### config.mk
export PLATFORM = sky130hd
export DESIGN_NAME = cpirq_top
export DESIGN_NICKNAME = d
export VERILOG_FILES = /design/src/rtl/cpirq_pkg.sv /design/src/rtl/cpirq_top.sv
export SDC_FILE = /design/constraint.sdc
export NUM_CORES = 1
export LEC_CHECK = 0
export BUFFER_PORTS_ARGS = -buffer_cell sky130_fd_sc_hd__buf_2
export CAP_MARGIN = 20
export CORE_UTILIZATION = 51
export DETAILED_ROUTE_END_ITERATION = 7
export PLACE_DENSITY_LB_ADDON = 0.08
export SYNTH_ARGS = -nofsm -noshare
export SYNTH_HDL_FRONTEND = slang
export SYNTH_SLANG_ARGS = --single-unit
### constraint.sdc
create_clock -name clk_sys -period 1.6 [get_ports clk_sys]
set_input_delay 0.24 -clock clk_sys [delete_from_list [all_inputs] [get_ports clk_sys]]
set_output_delay 0.24 -clock clk_sys [all_outputs]
set_load 0.05 [all_outputs]
### src/rtl/cpirq_pkg.sv
// Package: register map, field positions, reset values and carrier types of the interrupt control block
package cpirq_pkg;

    // ----------------------------------------------------------------
    // Bus geometry
    // ----------------------------------------------------------------
    localparam int CPIRQ_ADDR_W = 5;
    localparam int CPIRQ_DATA_W = 32;
    localparam int CPIRQ_PORT_W = 6;

    // ----------------------------------------------------------------
    // Register byte offsets
    // ----------------------------------------------------------------
    localparam logic [CPIRQ_ADDR_W-1:0] OFS_CORE_CTRL = 5'h00;
    localparam logic [CPIRQ_ADDR_W-1:0] OFS_PERIPH_EN = 5'h04;
    localparam logic [CPIRQ_ADDR_W-1:0] OFS_PERIPH_FLAG = 5'h08;
    localparam logic [CPIRQ_ADDR_W-1:0] OFS_PIN_CHG_EN = 5'h0C;
    localparam logic [CPIRQ_ADDR_W-1:0] OFS_EDGE_CFG = 5'h10;
    localparam logic [CPIRQ_ADDR_W-1:0] OFS_TIMER0 = 5'h14;

    // ----------------------------------------------------------------
    // Core control and edge config field positions
    // ----------------------------------------------------------------
    localparam int BIT_GLOBAL_EN = 7;
    localparam int BIT_PERIPH_GATE = 6;
    localparam int BIT_T0_EN = 5;
    localparam int BIT_EXT_EN = 4;
    localparam int BIT_PORT_EN = 3;
    localparam int BIT_T0_FLAG = 2;
    localparam int BIT_EXT_FLAG = 1;
    localparam int BIT_PORT_FLAG = 0;
    localparam int BIT_EDGE_SEL = 6;

    // ----------------------------------------------------------------
    // Reset values and timer0 top count
    // ----------------------------------------------------------------
    localparam logic [7:0] RST_CORE_CTRL = 8'h00;
    localparam logic [7:0] RST_PERIPH_EN = 8'h00;
    localparam logic [7:0] RST_PERIPH_FLAG = 8'h00;
    localparam logic [CPIRQ_PORT_W-1:0] RST_PIN_CHG_EN = 6'h00;
    localparam logic RST_EDGE_SEL = 1'b1;
    localparam logic [7:0] TIMER0_TOP = 8'hFF;
    localparam logic [CPIRQ_DATA_W-1:0] READ_ZERO = 32'h0000_0000;

    // ----------------------------------------------------------------
    // Types
    // ----------------------------------------------------------------
    typedef enum logic [1:0] {CCMODE_CAPTURE, CCMODE_COMPARE, CCMODE_PWM, CCMODE_OFF} cpirq_ccmode_t;
    typedef enum logic {BUS_IDLE, BUS_ACK} cpirq_bus_t;

    typedef struct packed {
        logic read;
        logic write;
        logic [CPIRQ_ADDR_W-1:0] address;
        logic [CPIRQ_DATA_W-1:0] writedata;
        logic [3:0] byteenable;
    } cpirq_avs_req_t;

    // Bit order matches the peripheral enable and flag registers
    typedef struct packed {
        logic eeprom_write_done;
        logic adc_done;
        logic capcomp_event;
        logic comparator_b_out;
        logic comparator_a_out;
        logic osc_fail_status;
        logic timer2_match;
        logic timer1_overflow;
    } cpirq_periph_ev_t;

endpackage : cpirq_pkg

### src/rtl/cpirq_top.sv
// Core and peripheral interrupt enable and flag logic with an Avalon-MM register slave
`timescale 1ns/100ps
`default_nettype none

module cpirq_top (
    input wire logic clk_sys,
    input wire logic nrst,
    input wire cpirq_pkg::cpirq_avs_req_t avs_req,
    output logic [cpirq_pkg::CPIRQ_DATA_W-1:0] avs_readdata,
    output logic avs_waitrequest,
    input wire logic timer0_tick,
    input wire logic ext_irq_pin,
    input wire logic [cpirq_pkg::CPIRQ_PORT_W-1:0] port_a_pins,
    input wire cpirq_pkg::cpirq_periph_ev_t periph_ev,
    input wire cpirq_pkg::cpirq_ccmode_t capcomp_mode,
    output logic cpu_irq_req
);
    import cpirq_pkg::*;

    // ----------------------------------------------------------------
    // Declarations
    // ----------------------------------------------------------------
    cpirq_bus_t bus_q;
    logic wait_q;
    logic [CPIRQ_DATA_W-1:0] rdata_q;
    logic irq_q;

    logic [7:0] core_ctrl_q;
    logic [7:0] periph_en_q;
    logic [7:0] periph_flag_q;
    logic [CPIRQ_PORT_W-1:0] pin_chg_en_q;
    logic ext_edge_select_q;
    logic [7:0] timer0_count_q;

    logic primed_q;
    logic ext_prev_q;
    logic [CPIRQ_PORT_W-1:0] port_prev_q;
    logic comp_b_prev_q;
    logic comp_a_prev_q;
    logic osc_prev_q;

    logic commit_wr;
    logic [7:0] wbyte;
    logic timer0_rollover;
    logic ext_event;
    logic [CPIRQ_PORT_W-1:0] pin_changed;
    logic port_event;
    logic [7:0] periph_set;
    logic [7:0] core_flag_set;
    logic core_pending;
    logic periph_pending;
    logic [7:0] core_ctrl_d;
    logic [7:0] periph_flag_d;

    // ----------------------------------------------------------------
    // Register decode
    // ----------------------------------------------------------------
    function automatic logic hit(input logic [CPIRQ_ADDR_W-1:0] addr, input logic [CPIRQ_ADDR_W-1:0] ofs);
        hit = (addr == ofs);
    endfunction : hit

    function automatic logic [CPIRQ_DATA_W-1:0] read_mux(input logic [CPIRQ_ADDR_W-1:0] addr,
                                                          input logic [7:0] core,
                                                          input logic [7:0] pen,
                                                          input logic [7:0] pflag,
                                                          input logic [CPIRQ_PORT_W-1:0] chg,
                                                          input logic edge_sel,
                                                          input logic [7:0] t0);
        logic [7:0] b;
        b = 8'h00;
        if (hit(addr, OFS_CORE_CTRL)) begin
            b = core;
        end else if (hit(addr, OFS_PERIPH_EN)) begin
            b = pen;
        end else if (hit(addr, OFS_PERIPH_FLAG)) begin
            b = pflag;
        end else if (hit(addr, OFS_PIN_CHG_EN)) begin
            b = {2'b00, chg};
        end else if (hit(addr, OFS_EDGE_CFG)) begin
            b[BIT_EDGE_SEL] = edge_sel;
        end else if (hit(addr, OFS_TIMER0)) begin
            b = t0;
        end
        read_mux = {24'h00_0000, b};
    endfunction : read_mux

    // ----------------------------------------------------------------
    // Avalon-MM slave: one wait cycle, answer in the second cycle
    // ----------------------------------------------------------------
    // Waitrequest idles high so that every access sees exactly one wait
    // state; this keeps readdata and waitrequest straight from flops.
    always_ff @(posedge clk_sys or negedge nrst) begin
        if (!nrst) begin
            bus_q <= BUS_IDLE;
            wait_q <= 1'b1;
        end else begin
            unique case (bus_q)
                BUS_IDLE: begin
                    if (avs_req.read || avs_req.write) begin
                        bus_q <= BUS_ACK;
                        wait_q <= 1'b0;
                    end
                end
                BUS_ACK: begin
                    bus_q <= BUS_IDLE;
                    wait_q <= 1'b1;
                end
            endcase
        end
    end

    always_ff @(posedge clk_sys or negedge nrst) begin
        if (!nrst) begin
            rdata_q <= READ_ZERO;
        end else if (bus_q == BUS_IDLE && avs_req.read) begin
            rdata_q <= read_mux(avs_req.address, core_ctrl_q, periph_en_q, periph_flag_q,
                                pin_chg_en_q, ext_edge_select_q, timer0_count_q);
        end
    end

    // Only the low byte lane carries register data
    assign commit_wr = (bus_q == BUS_ACK) && avs_req.write && avs_req.byteenable[0];
    assign wbyte = avs_req.writedata[7:0];

    // ----------------------------------------------------------------
    // Event detection
    // ----------------------------------------------------------------
    // Edge history is ignored in the first cycle after reset so that the
    // reset value of a history flop never fakes an edge.
    always_ff @(posedge clk_sys or negedge nrst) begin
        if (!nrst) begin
            primed_q <= 1'b0;
            ext_prev_q <= 1'b0;
            port_prev_q <= '0;
            comp_b_prev_q <= 1'b0;
            comp_a_prev_q <= 1'b0;
            osc_prev_q <= 1'b0;
        end else begin
            primed_q <= 1'b1;
            ext_prev_q <= ext_irq_pin;
            port_prev_q <= port_a_pins;
            comp_b_prev_q <= periph_ev.comparator_b_out;
            comp_a_prev_q <= periph_ev.comparator_a_out;
            osc_prev_q <= periph_ev.osc_fail_status;
        end
    end

    // Edge polarity follows the edge select bit
    assign ext_event = primed_q && (ext_edge_select_q ? (ext_irq_pin && !ext_prev_q)
                                                      : (!ext_irq_pin && ext_prev_q));

    // Only pins with their change enable set can raise the change flag
    genvar gi;
    generate
        for (gi = 0; gi < CPIRQ_PORT_W; gi++) begin : g_pin_chg
            assign pin_changed[gi] = primed_q && pin_chg_en_q[gi]
                                     && (port_a_pins[gi] != port_prev_q[gi]);
        end
    endgenerate
    assign port_event = |pin_changed;

    assign timer0_rollover = timer0_tick && (timer0_count_q == TIMER0_TOP);

    assign periph_set[7] = periph_ev.eeprom_write_done;
    assign periph_set[6] = periph_ev.adc_done;
    assign periph_set[5] = periph_ev.capcomp_event
                           && (capcomp_mode == CCMODE_CAPTURE || capcomp_mode == CCMODE_COMPARE);
    assign periph_set[4] = primed_q && (periph_ev.comparator_b_out != comp_b_prev_q);
    assign periph_set[3] = primed_q && (periph_ev.comparator_a_out != comp_a_prev_q);
    assign periph_set[2] = primed_q && periph_ev.osc_fail_status && !osc_prev_q;
    assign periph_set[1] = periph_ev.timer2_match;
    assign periph_set[0] = periph_ev.timer1_overflow;

    always_comb begin
        core_flag_set = 8'h00;
        core_flag_set[BIT_T0_FLAG] = timer0_rollover;
        core_flag_set[BIT_EXT_FLAG] = ext_event;
        core_flag_set[BIT_PORT_FLAG] = port_event;
    end

    // ----------------------------------------------------------------
    // Timer0 count
    // ----------------------------------------------------------------
    // Deliberately not reset: the count survives reset and reads unknown
    // until software loads it.
    always_ff @(posedge clk_sys) begin
        if (commit_wr && hit(avs_req.address, OFS_TIMER0)) begin
            timer0_count_q <= wbyte;
        end else if (timer0_tick) begin
            timer0_count_q <= timer0_count_q + 8'h01;
        end
    end

    // ----------------------------------------------------------------
    // Control and flag registers
    // ----------------------------------------------------------------
    // A flag set in the same cycle as a software write of zero stays set;
    // hardware only ever ORs flags in.
    always_comb begin
        core_ctrl_d = core_ctrl_q;
        if (commit_wr && hit(avs_req.address, OFS_CORE_CTRL)) begin
            core_ctrl_d = wbyte;
        end
        core_ctrl_d = core_ctrl_d | core_flag_set;
    end

    always_comb begin
        periph_flag_d = periph_flag_q;
        if (commit_wr && hit(avs_req.address, OFS_PERIPH_FLAG)) begin
            periph_flag_d = wbyte;
        end
        periph_flag_d = periph_flag_d | periph_set;
    end

    always_ff @(posedge clk_sys or negedge nrst) begin
        if (!nrst) begin
            core_ctrl_q <= RST_CORE_CTRL;
        end else begin
            core_ctrl_q <= core_ctrl_d;
        end
    end

    always_ff @(posedge clk_sys or negedge nrst) begin
        if (!nrst) begin
            periph_flag_q <= RST_PERIPH_FLAG;
        end else begin
            periph_flag_q <= periph_flag_d;
        end
    end

    always_ff @(posedge clk_sys or negedge nrst) begin
        if (!nrst) begin
            periph_en_q <= RST_PERIPH_EN;
        end else if (commit_wr && hit(avs_req.address, OFS_PERIPH_EN)) begin
            periph_en_q <= wbyte;
        end
    end

    always_ff @(posedge clk_sys or negedge nrst) begin
        if (!nrst) begin
            pin_chg_en_q <= RST_PIN_CHG_EN;
        end else if (commit_wr && hit(avs_req.address, OFS_PIN_CHG_EN)) begin
            pin_chg_en_q <= wbyte[CPIRQ_PORT_W-1:0];
        end
    end

    always_ff @(posedge clk_sys or negedge nrst) begin
        if (!nrst) begin
            ext_edge_select_q <= RST_EDGE_SEL;
        end else if (commit_wr && hit(avs_req.address, OFS_EDGE_CFG)) begin
            ext_edge_select_q <= wbyte[BIT_EDGE_SEL];
        end
    end

    // ----------------------------------------------------------------
    // Combined request
    // ----------------------------------------------------------------
    // Request is computed from the registered flags, so it lags a flag by
    // one cycle; a stale flag left set fires as soon as its enable is set.
    assign core_pending = (core_ctrl_q[BIT_T0_EN] && core_ctrl_q[BIT_T0_FLAG])
                          || (core_ctrl_q[BIT_EXT_EN] && core_ctrl_q[BIT_EXT_FLAG])
                          || (core_ctrl_q[BIT_PORT_EN] && core_ctrl_q[BIT_PORT_FLAG]);
    assign periph_pending = core_ctrl_q[BIT_PERIPH_GATE] && |(periph_en_q & periph_flag_q);

    always_ff @(posedge clk_sys or negedge nrst) begin
        if (!nrst) begin
            irq_q <= 1'b0;
        end else begin
            irq_q <= core_ctrl_q[BIT_GLOBAL_EN] && (core_pending || periph_pending);
        end
    end

    // ----------------------------------------------------------------
    // Outputs
    // ----------------------------------------------------------------
    assign avs_readdata = rdata_q;
    assign avs_waitrequest = wait_q;
    assign cpu_irq_req = irq_q;

endmodule : cpirq_top

`default_nettype wire

**After elaboration in Yosys (flattened, before gate mapping)**

Cells that the tools add are included.

- Register bits: 61
- Logic and storage cells: 102
- Input port bits: 63
- Output and inout bits: 34

- Reduce and logical (&&, ||, !) cells: 48
- Equality and inequality tests: 16
- Add/subtract/negate cells: 1
- Mux-type cells: 17
- Bitwise gates (word level): 4

Operators by type and width:

| kind | number |
|---|---|
| 8-bit two-way mux | 9 |
| 1-bit logical AND | 35 |
| 5-bit by 4-bit equality test with 1-bit output (second input constant) | 2 |
| 5-bit equality test (second input constant) | 2 |
| 8-bit by 1-bit adder with 8-bit output (second input constant) | 1 |
| 8-bit AND | 1 |
| 8-bit equality test (second input constant) | 1 |
| 1-bit inequality test | 8 |
| 8-bit by 3-bit bitwise OR with 8-bit output | 1 |
| 8-bit bitwise OR | 1 |
| 8-bit OR reduction | 1 |
| 6-bit two-way mux | 1 |
| 6-bit OR reduction | 1 |
| 5-bit by 3-bit equality test with 1-bit output (second input constant) | 1 |
| 5-bit logical NOT | 1 |
| 1-bit logical OR | 5 |
| 1-bit two-way mux | 5 |
| 1-bit one-hot mux with 2 select lines | 2 |
| 1-bit logical NOT | 3 |
| 2-bit by 1-bit equality test with 1-bit output (second input constant) | 1 |
| 2-bit logical NOT | 1 |
| 2-bit inequality test (second input constant) | 1 |
| 2-bit nonzero test | 1 |
| 1-bit NOT | 1 |

**Depth between registers and ports, before layout**

- Depth after elaboration: 7
- Mapped depth: 6
- Depth with buffers taken out: 5

**Least setup slack after synthesis**

Ideal clock, no wire load.

- Kind: in2reg
- Start point: input avs_req[37] (netlist bit)
- End point: register timer0_count_q[1], data pin
- Path buffers: 0
- Setup time: 0.260 ns
- Stages: 3
- Required time: 1.340 ns
- Data arrival time: 1.499 ns
- Setup slack: -0.159 ns
- Cell sequence: or4b_2 > nor2_2 > mux2_2

- Word-level cells in the longest chain between the ends: 3

RTL lines:

| what | RTL line | RTL |
|---|---|---|
| start: declaration | cpirq_top.sv:8 | `input wire cpirq_pkg::cpirq_avs_req_t avs_req,` |
| 5-bit equality test | cpirq_top.sv:59 | `hit = (addr == ofs);` |
| 1-bit logical AND | cpirq_top.sv:187 | `if (commit_wr && hit(avs_req.address, OFS_TIMER0)) begin` |
| 8-bit two-way mux | cpirq_top.sv:187 |  |
| end signal: assignment | cpirq_top.sv:188 | `timer0_count_q <= wbyte;` |
| end signal: assignment | cpirq_top.sv:190 | `timer0_count_q <= timer0_count_q + 8'h01;` |
| end: declaration | cpirq_top.sv:33 | `logic [7:0] timer0_count_q;` |

Every way passes these cells.
A chain may end at the register's enable or synchronous reset.

**Worst setup path in the final report**

- Start point: register timer0_count_q[1]
- End point: register timer0_count_q[6], data pin

- Word-level cells in the longest chain between the ends: 3

RTL lines:

| what | RTL line | RTL |
|---|---|---|
| 8-bit by 1-bit adder with 8-bit output | cpirq_top.sv:190 |  |
| 8-bit two-way mux | cpirq_top.sv:189 | `end else if (timer0_tick) begin` |
| 8-bit two-way mux | cpirq_top.sv:187 |  |

Every way passes these cells. The select of a mux whose other input is x is not followed.

==> results_dict.tcl <==
set metrics [dict create \
    outcome "finished clean" \
    post-route-min-period_ns 1.518 \
    cts_tree "done" \
    fin_skew_ns 0.007138 \
    htree_levels 3 \
    dp_hpwl_um 5194 \
    max_clock_freq_mhz 658.9 \
    switchingPower_mw 1.161 \
    placed_area_mm2 0.003377 \
    antenna_found_initial 0 \
    p_per_area_mw_per_mm2 1085 \
    path_clk_slew_ns 0.06 \
    yosysSeqAreaShare 0.5197 \
    cts_buffer_depth 2 \
    ir_worst_vdd_v 0.0008404 \
    slew_headroom 0.6485 \
    synth_edf_count 8 \
    antennaDiodeCount 0 \
    worstPathArrival_ns 1.61 \
    synth_top_area_cell "dfrtp_1" \
    endpoint_kind "register" \
    multiInputGateArea_mm2 0.001333 \
    p_sw_frac 0.2968 \
    grtUsageTotal 0.2566 \
    cts-root-buf "clkbuf_8" \
    async_flop_share 0.8689 \
    synth_seq_cells 61 \
    hold_path.class "input pin to register" \
    syn2layout_area_growth_pct 19.44 \
    ant_nets 0 \
    critical_path_class "register to register" \
    grt_pass1_wl_um 11550 \
    synth_top_area_share 0.4227 \
    required_ns 1.69 \
    routed_wl_um 7164 \
    drc 0 \
    worst_pin_slew_ns 0.5272 \
    maxCapViolations 0 \
    hold_viol 0 \
    critical_path.cell_chain "ha_1 -> and3_1 -> nand3_1 -> xor2_1 -> o21ai_0" \
    p_total_mw 3.913 \
    drive_above_1_share 0.3150 \
    start_kind "register" \
    place_congestion 0.8359 \
    grt-ovfl-total 0 \
    yosys_warnings 0 \
    setup_violations 0 \
    dieHeight_um 78.94 \
    pin_count 97 \
    core_area_mm2 0.005608 \
    syn-cell-area_mm2 0.003019 \
    final_cell_area_mm2 0.003606 \
    synth_area_leaders "dfrtp_1 42%, edfxtp_1 8.0%, mux2_2 7.8%" \
    layout_common_cells "51 x dfrtp_1, 44 x buf_2, 25 x conb_1" \
    register_area_mm2 0.001569 \
    p_seq_frac 0.466 \
    port_buffers 44 \
    slew_viol_final 0 \
    synthFlopType "dfrtp_1" \
    path_max_fanout 4 \
    drt_pass1_iterations 4 \
    comb_power_share 0.184 \
    dp.cells 400 \
    drt_iter0_drc 165 \
    avgRoutedWirePerCell_um 17.14 \
    clkPwrFrac 0.350 \
    avgSynthCellArea_um2 11.02 \
    dieArea_mm2 0.006232 \
    grt_pass1_vias 2251 \
    num_vias 2303 \
    grt_max_degree 35 \
    synthCells 274 \
    cts_made_buffers 9 \
    n_fill_cell 489 \
    cts_sinks 61 \
    final_nets 406 \
    fin_cells 418 \
    finalSetupTns_ns 0 \
    die_x_um 78.94 \
    vias_per_cell 5.510 \
    synth_cell_types 49 \
    internal_power_mw 2.751 \
    slowest_stage "edfxtp_1" \
    start_util 0.5384 \
    cpPeakStageDelay_ns 0.44 \
    num_rows 27 \
    clkLatencyLatePin_ns 0.34 \
    timing.final.crit_share 0.9485 \
    rsz0062_at_grt "false" \
    leakage_nw 1.586 \
    final_common_cell "dfrtp_1" \
]
## kinds of logic after synthesis
kind of cell             synth area share
adder cells (fa/ha/maj)          0.004144
XOR/XNOR                          0.04061
flip-flops                         0.5197
AO/OA/AOI/OAI                      0.1368
AND/OR/NAND/NOR                    0.1243
other                            0.002487
multiplexers                      0.09490
buffers and inverters             0.07708
## power by group through the flow
stage	Sequential (mW)	Combinational [mW]	Clock (mW)
final	1.82	0.720	1.37
after detailed placement	1.85	0.707	0
after global placement	1.85	0.699	0
after global routing	1.84	0.782	1.45
after floorplan	1.95	0.408	0
after CTS	1.82	0.714	1.40
## worst max-delay path: cells and delay by family (launching register included)
| family | cells | cell delay, ns |
|---|---|---|
| AND/OR/NAND/NOR | 2 | 0.38 |
| adder cells (fa/ha/maj) | 1 | 0.23 |
| AO/OA/AOI/OAI | 1 | 0.08 |
| XOR/XNOR | 1 | 0.15 |
| flip-flops | 1 | 0.44 |
## flip-flops by register name, summed over array words and instances, names as in the netlist, 6 cells and up
signal          count
periph_flag_q       8
periph_en_q         8
avs_readdata        8
core_ctrl_q         8
timer0_count_q      8
port_prev_q         6
pin_chg_en_q        6
## cell usage after synthesis (2+ instances only)
library cell,n
xor2_1,12
xnor2_1,2
dfstp_2,2
a211oi_1,6
edfxtp_1,8
nor2b_1,3
nor2_2,3
conb_1,2
a221o_1,2
a22oi_1,7
a32o_1,6
dfrtp_1,51
nand2b_1,3
nand4_1,3
nor2_1,13
and3_1,2
o22ai_1,6
and2_1,3
nor3_1,2
inv_1,5
mux2_2,21
nand3_1,7
buf_4,24
nand2_1,21
a21oi_1,8
o21ai_1,2
nand3b_1,4
a22o_1,2
o21ai_0,16
mux2i_1,5
buf_2,2
clkbuf_1,4
## layout make-up
type,count,area share
Timing Repair Buffer,66,0.1117
Clock buffer,14,0.04511
Multi-Input combinational cell,199,0.3695
Tap cell,72,0.02498
Clock inverter,1,0.008328
Inverter,5,0.005205
Sequential cell,61,0.4351
## per-layer routing
| layer | vias to the layer above | global-route usage | routed length (um) | share of wire |
|---|---|---|---|---|
| met4 | 0 | 0.1273 | 182 | 0.025 |
| met5 | - | 0 | 0 | 0 |
| met1 | 1103 | 0.3520 | 3236 | 0.45 |
| met3 | 16 | 0.04483 | 472 | 0.066 |
| met2 | 98 | 0.3948 | 3272 | 0.46 |
| li1 | 1086 | - | - | - |
## final timing paths
kind,start,endpoint,slack (ns),cells after the start
setup / recovery,timer0_count_q[1],timer0_count_q[6],0.08,5
hold / removal,port_a_pins[4],port_prev_q[4],0.03,1
setup reg to reg,timer0_count_q[1],timer0_count_q[6],0.08,5
hold reg to reg,osc_prev_q,periph_flag_q[2],0.44,1
max in group asynchronous,nrst,pin_chg_en_q[1],0.61,3
min in group asynchronous,nrst,avs_readdata[6],0.42,2
## timing repair
| action | in CTS | in global routing |
|---|---|---|
| gates resized for setup | 0 | 2 |
| hold buffers | 2 | 0 |
| buffers inserted | 0 | 1 |
| endpoints found under the hold margin | 18 | 0 |
| endpoints found under the setup margin | 0 | 6 |
## per-stage QoR
step	hold slack, ns	util	setup WS (ns)
finish	0.02805	0.6430	0.08242
global route	0.02405	0.6430	0.01412
CTS	0.01072	0.6401	0.07610
detailed placement	0.2434	0.6022	-0.2395
global placement	0.2324	0.6022	-0.2118
floorplan	-0.05559	-	-0.02502
Note: power is estimated with default switching activity, not from simulation.
